[src/lbm_pkg.sv]
// Package for the loopback and transmit indicator mux block.
// Assumes one 250 MHz core clock and an external E1 bit-rate enable.
package lbm_pkg;

	localparam int CLK_MHZ = 250;
	// Inband code hold time before auto loopback changes, in ms
	localparam int IB_HOLD_MS = 5100;
	localparam longint IB_HOLD_CYC = longint'(IB_HOLD_MS) * 1000 * CLK_MHZ;
	localparam int IB_CNT_W = 32;

	// Indicator select field position in transmit config register one
	localparam int IND_SEL_LSB = 5;
	localparam int IND_SEL_W = 3;

	// Status bit positions
	localparam int SYS_ALARM_BIT = 7;
	localparam int OVERCURRENT_BIT = 4;
	localparam int TX_LINE_LOSS_BIT = 2;
	localparam int SYS_LOSS_BIT = 1;
	localparam int AUTO_LOOP_STAT_BIT = 7;

	// Loop control bit positions
	localparam int ANALOG_LOOP_BIT = 0;
	localparam int REMOTE_LOOP_BIT = 1;
	localparam int DIGITAL_LOOP_BIT = 2;
	localparam int AUTO_LOOP_BIT = 3;

	localparam logic [1:0] BUF_DEPTH = 2'h2;

	typedef enum logic [2:0] {
		IND_PATTERN,
		IND_SYS_ALARM,
		IND_OVERCURRENT,
		IND_LINE_LOSS,
		IND_EXCESS_ZERO,
		IND_BIPOLAR,
		IND_COMBINED,
		IND_SYS_LOSS
	} lbm_ind_sel_t;

	typedef enum logic [1:0] {
		FMT_SINGLE_NRZ,
		FMT_DUAL_NRZ,
		FMT_DUAL_RZ
	} lbm_tx_fmt_t;

	// Priority choices of each path
	typedef enum logic [1:0] {
		SRC_NORMAL,
		SRC_PATTERN,
		SRC_LOOPED,
		SRC_AIS
	} lbm_src_t;

	// Transmit-path detector events and levels
	typedef struct packed {
		logic pat_sync;
		logic pat_err;
		logic excess_zero;
		logic bipolar;
	} lbm_tx_det_t;

	// Loop state word handed downstream
	typedef struct packed {
		logic analog;
		logic remote;
		logic digital;
		lbm_src_t rx_src;
		lbm_src_t tx_src;
	} lbm_loop_t;

endpackage

[src/lbm_buf2.sv]
// Two-entry valid/ready buffer carrying the loop state word.
// Assumes the drain side may stall at any time.
`timescale 1ns/1ps
module lbm_buf2
	import lbm_pkg::*;
#(
	parameter int W = 9
) (
	// Clock and reset
	input wire logic core_clk,
	input wire logic rst,
	// Fill side
	input wire logic in_valid,
	output logic in_ready,
	input wire logic [W-1:0] in_data,
	// Drain side
	output logic out_valid,
	input wire logic out_ready,
	output logic [W-1:0] out_data
);
	logic [W-1:0] mem_q [2];
	logic wr_q;
	logic rd_q;
	logic [1:0] cnt_q;
	logic push;
	logic pop;

	assign in_ready = cnt_q != BUF_DEPTH;
	assign out_valid = cnt_q != 2'h0;
	assign push = in_valid && in_ready;
	assign pop = out_valid && out_ready;
	assign out_data = mem_q[rd_q];

	always_ff @(posedge core_clk) begin
		if (push) begin
			mem_q[wr_q] <= in_data;
		end
	end

	always_ff @(posedge core_clk or posedge rst) begin
		if (rst) begin
			wr_q <= 1'b0;
			rd_q <= 1'b0;
			cnt_q <= 2'h0;
		end else begin
			if (push) begin
				wr_q <= ~wr_q;
			end
			if (pop) begin
				rd_q <= ~rd_q;
			end
			if (push && !pop) begin
				cnt_q <= cnt_q + 2'h1;
			end else if (pop && !push) begin
				cnt_q <= cnt_q - 2'h1;
			end
		end
	end
endmodule // lbm_buf2

[src/lbm_top.sv]
// Per-channel transmit indicator mux and loopback control.
// Assumes detectors upstream give levels and one-cycle event pulses,
// and e1_en marks one E1 bit period of the core clock.
`timescale 1ns/1ps
// Function
// - Negative-rail input pin becomes the indicator in single NRZ or dual RZ.
// - Config bits 7..5 select one of eight transmit indicator sources.
// - Single NRZ disables bipolar, combined and system loss choices.
// - Pattern: high in sync, low one E1 cycle per error, low unsynced.
// - System alarm choice follows status register one bit 7.
// - Over-current choice follows status bit 4.
// - Transmit line loss choice follows status bit 2.
// - Event choices pulse high one E1 cycle per event.
// - System loss choice follows status bit 1.
// - Analog loop bit 0 loops transmit output to receive input.
// - Analog loop disables remote and digital loops, manual and automatic.
// - Analog loop: receive pattern over looped data, no AIS anywhere.
// - Remote loop active on manual bit 1 or automatic engagement on receive codes.
// - Auto remote loop enters and leaves on receive codes over 5.1 s.
// - Clearing auto enable ends auto loop; status bit 7 shows engagement.
// - Remote loop: receive data looped to line, transmit detectors watch system.
// - Remote loop: receive pattern over AIS; transmit pattern over loop.
// - Digital loop on manual bit 2 or auto on transmit codes.
// - Digital loop: transmit data looped inward, line detectors watch line.
// - Digital loop: receive pattern over loop; transmit pattern, loop, AIS.
module lbm_top
	import lbm_pkg::*;
#(
	parameter longint IB_HOLD = IB_HOLD_CYC
) (
	// Clock and reset
	input wire logic core_clk,
	input wire logic rst,
	input wire logic e1_en,
	// Configuration
	input wire logic [7:0] tx_config_reg_one,
	input wire logic [3:0] loop_ctrl,
	input wire logic pattern_detect_position,
	input wire lbm_tx_fmt_t tx_format,
	input wire logic rx_pat_gen_en,
	input wire logic tx_pat_gen_en,
	input wire logic rx_ais_gen_en,
	input wire logic tx_ais_gen_en,
	// Status inputs
	input wire logic [7:0] status_reg_zero_in,
	input wire logic [7:0] status_reg_one,
	input wire lbm_tx_det_t tx_det,
	// Inband code detectors
	input wire logic rx_ib_activate,
	input wire logic rx_ib_deactivate,
	input wire logic tx_ib_activate,
	input wire logic tx_ib_deactivate,
	// Pin
	input wire logic tx_negative_rail_in,
	output logic tx_indicator_out,
	output logic tx_indicator_oe,
	output logic tx_negative_rail_data,
	// Loop state stream and status register zero
	output logic loop_valid,
	input wire logic loop_ready,
	output lbm_loop_t loop_state,
	output logic [7:0] status_reg_zero
);
	logic [IB_CNT_W-1:0] hold_cnt_q;
	logic auto_q;
	logic auto_dig_q;
	logic ind_q;
	logic pat_low_q;
	logic ev_q;
	logic analog_loop_enable;
	logic remote_loop_enable;
	logic digital_loop_enable;
	logic auto_loop_enable;
	logic auto_loop_status;
	logic want_code;
	logic ind_pin;
	logic ind_d;
	logic ev_now;
	lbm_ind_sel_t tx_indicator_select;
	lbm_loop_t loop_d;
	lbm_loop_t last_q;
	logic buf_in_ready;
	logic loop_change;
	logic hold_done;
	logic fmt_single_nrz;
	logic sel_reserved;
	logic ev_ez;
	logic ev_bpv;
	logic ev_comb;
	lbm_src_t rx_src;
	lbm_src_t tx_src;

	// Select field taken from config bits 7..5
	assign tx_indicator_select =
		lbm_ind_sel_t'(tx_config_reg_one[IND_SEL_LSB +: IND_SEL_W]);
	assign analog_loop_enable = loop_ctrl[ANALOG_LOOP_BIT];
	assign auto_loop_enable = loop_ctrl[AUTO_LOOP_BIT];

	// Pin role chosen by transmit format
	// Dual-rail NRZ keeps the pin as a data input
	assign ind_pin = tx_format != FMT_DUAL_NRZ;
	assign tx_indicator_oe = ind_pin;
	assign tx_indicator_out = ind_pin ? ind_q : 1'b0;
	assign tx_negative_rail_data = ind_pin ? 1'b0 : tx_negative_rail_in;

	// Status bit 7 carries auto engagement
	assign auto_loop_status = auto_q;
	// Input copy kept for the bits this block does not own
	always_comb begin
		status_reg_zero = status_reg_zero_in;
		status_reg_zero[AUTO_LOOP_STAT_BIT] = auto_loop_status;
	end

	// Watched code depends on current engagement
	// Position picks which path's code detector is watched
	assign want_code = pattern_detect_position
		? (auto_q ? tx_ib_deactivate : tx_ib_activate)
		: (auto_q ? rx_ib_deactivate : rx_ib_activate);

	// Code has stood longer than the hold time
	assign hold_done = want_code && hold_cnt_q > IB_CNT_W'(IB_HOLD);

	always_ff @(posedge core_clk or posedge rst) begin
		if (rst) begin
			hold_cnt_q <= '0;
		end else if (!auto_loop_enable || analog_loop_enable || !want_code) begin
			hold_cnt_q <= '0;
		end else if (hold_cnt_q <= IB_CNT_W'(IB_HOLD)) begin
			hold_cnt_q <= hold_cnt_q + 1'b1;
		end else begin
			hold_cnt_q <= '0;
		end
	end

	// Auto engagement, cleared by disabling auto
	// Disable wins over a code that completes in the same cycle
	always_ff @(posedge core_clk or posedge rst) begin
		if (rst) begin
			auto_q <= 1'b0;
		end else if (!auto_loop_enable) begin
			auto_q <= 1'b0;
		end else if (hold_done) begin
			auto_q <= ~auto_q;
		end
	end

	// Position latched at entry; host keeps it steady
	// Latching holds the loop type through a mid-loop position change; the exit code follows the live position
	always_ff @(posedge core_clk or posedge rst) begin
		if (rst) begin
			auto_dig_q <= 1'b0;
		end else if (auto_loop_enable && hold_done && !auto_q) begin
			auto_dig_q <= pattern_detect_position;
		end
	end

	// Remote loop from manual bit or auto
	assign remote_loop_enable = !analog_loop_enable
		&& (loop_ctrl[REMOTE_LOOP_BIT] || (auto_q && !auto_dig_q));
	// Digital loop from manual bit or auto
	assign digital_loop_enable = !analog_loop_enable
		&& (loop_ctrl[DIGITAL_LOOP_BIT] || (auto_q && auto_dig_q));

	always_comb begin
		if (rx_pat_gen_en) begin
			rx_src = SRC_PATTERN;
		end else if (analog_loop_enable || digital_loop_enable) begin
			// Looped data replaces line data, no AIS
			rx_src = SRC_LOOPED;
		end else if (rx_ais_gen_en) begin
			// Remote loop still sends AIS inward when enabled
			rx_src = SRC_AIS;
		end else begin
			rx_src = SRC_NORMAL;
		end
	end

	always_comb begin
		if (tx_pat_gen_en) begin
			tx_src = SRC_PATTERN;
		end else if (remote_loop_enable || digital_loop_enable) begin
			// Looped data ahead of transmit AIS
			tx_src = SRC_LOOPED;
		end else if (tx_ais_gen_en && !analog_loop_enable) begin
			tx_src = SRC_AIS;
		end else begin
			tx_src = SRC_NORMAL;
		end
	end

	// Loop word gathered for the downstream stream
	always_comb begin
		loop_d.analog = analog_loop_enable;
		loop_d.remote = remote_loop_enable;
		loop_d.digital = digital_loop_enable;
		loop_d.rx_src = rx_src;
		loop_d.tx_src = tx_src;
	end

	// New loop word offered only on change; buffer absorbs stalls
	assign loop_change = loop_d != last_q;

	always_ff @(posedge core_clk or posedge rst) begin
		if (rst) begin
			last_q <= '0;
		end else if (buf_in_ready && loop_change) begin
			last_q <= loop_d;
		end
	end

	// Two entries hold two loop changes for a stalled sink; while full, only the newest word waits
	lbm_buf2 #(
		.W($bits(lbm_loop_t))
	) u_buf (
		.core_clk(core_clk),
		.rst(rst),
		.in_valid(loop_change),
		.in_ready(buf_in_ready),
		.in_data(loop_d),
		.out_valid(loop_valid),
		.out_ready(loop_ready),
		.out_data(loop_state)
	);

	// Events that match the chosen source
	assign ev_ez = tx_indicator_select == IND_EXCESS_ZERO
		&& tx_det.excess_zero;
	assign ev_bpv = tx_indicator_select == IND_BIPOLAR && tx_det.bipolar;
	assign ev_comb = tx_indicator_select == IND_COMBINED
		&& (tx_det.bipolar || tx_det.excess_zero);
	assign ev_now = ev_ez || ev_bpv || ev_comb;

	// Event pulse held until the E1 period ends
	// A new event in the clearing cycle wins, so none is lost
	always_ff @(posedge core_clk or posedge rst) begin
		if (rst) begin
			ev_q <= 1'b0;
		end else if (ev_now) begin
			ev_q <= 1'b1;
		end else if (e1_en) begin
			ev_q <= 1'b0;
		end
	end

	// Error drops pattern indication one E1 cycle
	always_ff @(posedge core_clk or posedge rst) begin
		if (rst) begin
			pat_low_q <= 1'b0;
		end else if (tx_det.pat_err) begin
			pat_low_q <= 1'b1;
		end else if (e1_en) begin
			pat_low_q <= 1'b0;
		end
	end

	// Choices that single-rail NRZ cannot carry
	assign fmt_single_nrz = tx_format == FMT_SINGLE_NRZ;
	assign sel_reserved = fmt_single_nrz
		&& (tx_indicator_select == IND_BIPOLAR
		|| tx_indicator_select == IND_COMBINED
		|| tx_indicator_select == IND_SYS_LOSS);

	always_comb begin
		unique case (tx_indicator_select)
			IND_PATTERN: ind_d = tx_det.pat_sync && !pat_low_q;
			IND_SYS_ALARM: ind_d = status_reg_one[SYS_ALARM_BIT];
			IND_OVERCURRENT: ind_d = status_reg_zero_in[OVERCURRENT_BIT];
			IND_LINE_LOSS: ind_d = status_reg_zero_in[TX_LINE_LOSS_BIT];
			IND_EXCESS_ZERO: ind_d = ev_q;
			IND_BIPOLAR: ind_d = ev_q;
			IND_COMBINED: ind_d = ev_q;
			IND_SYS_LOSS: ind_d = status_reg_zero_in[SYS_LOSS_BIT];
		endcase
		if (sel_reserved) begin
			ind_d = 1'b0;
		end
	end

	// Registered so the pin sees no decode glitches
	always_ff @(posedge core_clk or posedge rst) begin
		if (rst) begin
			ind_q <= 1'b0;
		end else begin
			ind_q <= ind_d;
		end
	end
endmodule // lbm_top

[config.mk]
export PLATFORM = sky130hd
export DESIGN_NAME = lbm_top
export DESIGN_NICKNAME = d
export VERILOG_FILES = /design/src/lbm_pkg.sv /design/src/lbm_buf2.sv /design/src/lbm_top.sv
export SDC_FILE = /design/constraint.sdc
export NUM_CORES = 1
export LEC_CHECK = 0
export ABC_AREA = 1
export CORE_MARGIN = 2
export CORE_UTILIZATION = 45
export CTS_BUF_LIST = sky130_fd_sc_hd__clkbuf_4 sky130_fd_sc_hd__clkbuf_8 sky130_fd_sc_hd__clkbuf_16
export CTS_CLUSTER_DIAMETER = 50
export DETAILED_ROUTE_END_ITERATION = 7
export DONT_BUFFER_PORTS = 1
export PLACE_DENSITY = 0.73
export SYNTH_ARGS = -nofsm -noshare
export SYNTH_HDL_FRONTEND = slang
export SYNTH_SLANG_ARGS = --single-unit
[constraint.sdc]
create_clock -name core_clk -period 1.91 [get_ports core_clk]
set_input_delay 0.382 -clock core_clk [delete_from_list [all_inputs] [get_ports core_clk]]
set_output_delay 0.382 -clock core_clk [all_outputs]
set_load 0.02 [all_outputs]
==> flow_summary.ini <==
[power]
cellPowerDensity_nw_per_um2 = 1000
ir_worst_vdd_mv = 0.413
p_leak_nw = 1.79

[cells_and_area]
fin_nets = 503
num-fill-cells = 693
area_delta_synth_final_pct = 14.5
multi_input_area_um2 = 1670
layout-drive-gt1-share_pct = 20.6
final-seq-area_um2 = 1620
antenna_cells = 0
utilization_pct = 52.8
instances_no_fill = 559

[setup_path]
cp_slowest_cell = dfrtp_1
crit_chain = nand2_2 > nand2_1 > nand2_2 > nand3_4 > nand3_2 > nand2_2 > nor2_4 > nand3_4 > nand2_4 > inv_2 > ha_4 > a21oi_2 > o21ai_1 > xor2_1
cp_top_family = simple AND/OR/NAND/NOR gates
r2r_setup_slack_ns = -0.01
r2r-start = auto_dig_q$_DFFE_PP0P_
cp_max_fo = 4
endpoint_kind = flip-flop
path_common_cell = nand2_2
critPathMaxStageDelay_ns = 0.40
regToRegEndpoint = u_buf.cnt_q[1]$_DFFE_PP0P_
path_class = flip-flop to flip-flop
cp.arrival_ns = 2.14
critPathLaunchType = flip-flop
required_ns = 2.13
path_buf_inv = 1
reg2regPathDepth = 14
crit_cells = 14

[synthesis]
synthCells = 428
yosysMostFrequentCell = nand2_1
netlist_area_um2 = 3530
syn_avg_cell_area_um2 = 8.25
synth_top_area_cell = dfrtp_1
synthTopCellsByCount = 111 x nand2_1, 52 x inv_1, 49 x nor2_1
ys.flop_type = dfrtp_1
synth_seq_area_share_pct = 45.9
synth_edf_count = 14
yosysWarningCount = 0
synth_cell_types = 39
yosys-top-cells-area = dfrtp_1 34%, edfxtp_1 12%, nand2_1 12%
ys_seq_elements = 62
synth_top_cell_area_share_pct = 34.0
syn-num-nets = 479
async_reset_ff_share_pct = 77.4

[global_route]
grt_pass1_wl_um = 11100
antenna_found_initial = 0
grt_pass1_vias = 2567
grt_usage_pct = 16.1
grt_max_degree = 49
overflow = 0

[clocking]
clk_path_buf_depth = 2
cts_max_level = 3
path_clk_slew_ns = 0.07
tritoncts = yes
cts_buffers = 9
cts_root_buf = clkbuf_8
worstSkewPairLatency_ns = 0.33
hold_buffers = 0
cts_sinks = 62

[placed_design]
pre_cts_ws_ns = -0.0380
gp_congestion = 0.915
dp_cells = 538
hpwl_um = 4750
port_buffers = 0

[drt]
first_pass_iters = 4
num_vias = 2714
drtIter0Drc = 86
route.detailed.drc = 0
post_drt_via_cell_ratio = 4.86
drt_wl_total_um = 6410
routedWlPerCell_um = 11.5
postRouteAntennaNets = 0

[floorplanning]
die-width_um = 92.6
die_area_um2 = 8570
die_height_um = 92.6
fp-row-count = 32
core_um2 = 7650
ioPinCount = 67
initial_core_util_pct = 46.2

[sta]
min_period_ns = 1.92
fin_ws_ns = -0.00958
worstMarginPinSlew_ns = 0.602
fmax_mhz = 521
rsz0062_at_grt = true
finClkSkew_ns = 0.00758
max_slew_margin_pct = 59.9
hold_viol = 0
fin_crit_sh_pct = 101
maxSlewViolCount = 0
setup_viol = 1

[min_path]
hp-class = primary input to asynchronous set/reset pin

[job]
maxCapViolCount = 0

[status]
violations = negative setup slack
status = complete, but fails checks
## per-stage QoR
stage / instance area [um^2] / power (mW) / hold slack [ns] / setup TNS (ns)
after floorplan: 3560 / 2.66 / 0.437 / -0.210
after global placement: 3750 / 2.89 / 0.453 / 0
after detailed placement: 3750 / 2.92 / 0.459 / -0.0800
after CTS: 3970 / 4.05 / 0.110 / 0
after global routing: 4040 / 4.29 / 0.124 / -0.899
final: 4040 / 4.06 / 0.0942 / -0.00958
## power breakdown
part	switching, mW	total (mW)	leakage (nW)	internal, mW
combinational	0.744	1.16	0.929	0.416
clock	0.504	1.12	0.0914	0.612
sequential	0.127	1.78	0.774	1.65
## routing by layer
layer,global-route usage (%),part of all wire [%],vias up
met5,0,0,-
met1,19.5,46,1281
met3,3.82,2.9,7
met4,6.22,0.69,0
li1,-,-,1392
met2,27.7,50,34
## worst register-to-register path, delay by kind of cell (launching register included)
kind            cells  cell delay, ns
flops               1            0.40
fa+ha+maj           1            0.21
buf+inv             1            0.04
xor+xnor            1            0.14
simple gates        9            0.83
compound gates      2            0.17
## kinds of logic after synthesis
logic type / count (synthesis) / synth area share, %
AND/OR/NAND/NOR: 246 / 33.6
buffers and inverters: 68 / 9.00
flip-flops: 62 / 45.9
XOR/XNOR: 27 / 6.70
AO/OA/AOI/OAI: 21 / 3.55
adder cells (fa/ha/maj): 3 / 1.06
other: 1 / 0.106
## how the worst max path moves through the flow
| stage | end | from | slack [ns] |
|---|---|---|---|
| after global routing | u_buf.cnt_q[1]$_DFFE_PP0P_ | auto_dig_q$_DFFE_PP0P_ | -0.13 |
| after CTS | u_buf.cnt_q[1]$_DFFE_PP0P_ | auto_loop_status$_DFFE_PP0P_ | 0.004 |
| after floorplan | u_buf.cnt_q[1]$_DFFE_PP0P_ | auto_loop_status$_DFFE_PP0P_ | -0.08 |
| after detailed placement | u_buf.cnt_q[1]$_DFFE_PP0P_ | auto_dig_q$_DFFE_PP0P_ | -0.04 |
| final | u_buf.cnt_q[1]$_DFFE_PP0P_ | auto_dig_q$_DFFE_PP0P_ | -0.01 |
| after global placement | u_buf.cnt_q[1]$_DFFE_PP0P_ | auto_dig_q$_DFFE_PP0P_ | 0.02 |
## placed cells by master (no fill, tap or decap), drive strengths merged
cell	instances
nor3	9
clkinvlp	2
o21ai	10
conb	1
inv	55
o311ai	1
a21oi	5
nand3	36
nor3b	1
nor4	2
xor2	19
nand4	10
ha	3
buf	26
bufinv	1
xnor2	8
a31oi	2
dfrtp	48
a21boi	1
o22ai	1
nor2	65
clkbuf	10
nand3b	2
and3	1
nand2	120
clkinv	3
edfxtp	14
o21bai	1
## timing repair
action,4_1_cts,5_1_grt
hold endpoints to repair,0,0
pin swaps,4,12
setup buffers,1,4
endpoints found under the setup margin,16,27
resized for setup,4,12
## layout make-up
cell class                      instances  share of cell area [%]
Timing Repair Buffer                   26                    5.54
Multi-Input combinational cell        298                    41.3
Clock buffer                           10                    3.25
Tap cell                              102                    3.16
Sequential cell                        62                    40.1
Clock inverter                          6                    1.52
Inverter                               55                    5.11
## sequential cells by signal, summed over array words and instances, names as in the netlist
register,count
last_q,7
auto_loop_status,1
hold_cnt_q,32
pat_low_q,1
ind_q,1
u_buf.wr_q,1
u_buf.cnt_q,2
u_buf.mem_q,14
ev_q,1
u_buf.rd_q,1
auto_dig_q,1
Note: power is estimated with default switching activity, not from simulation.
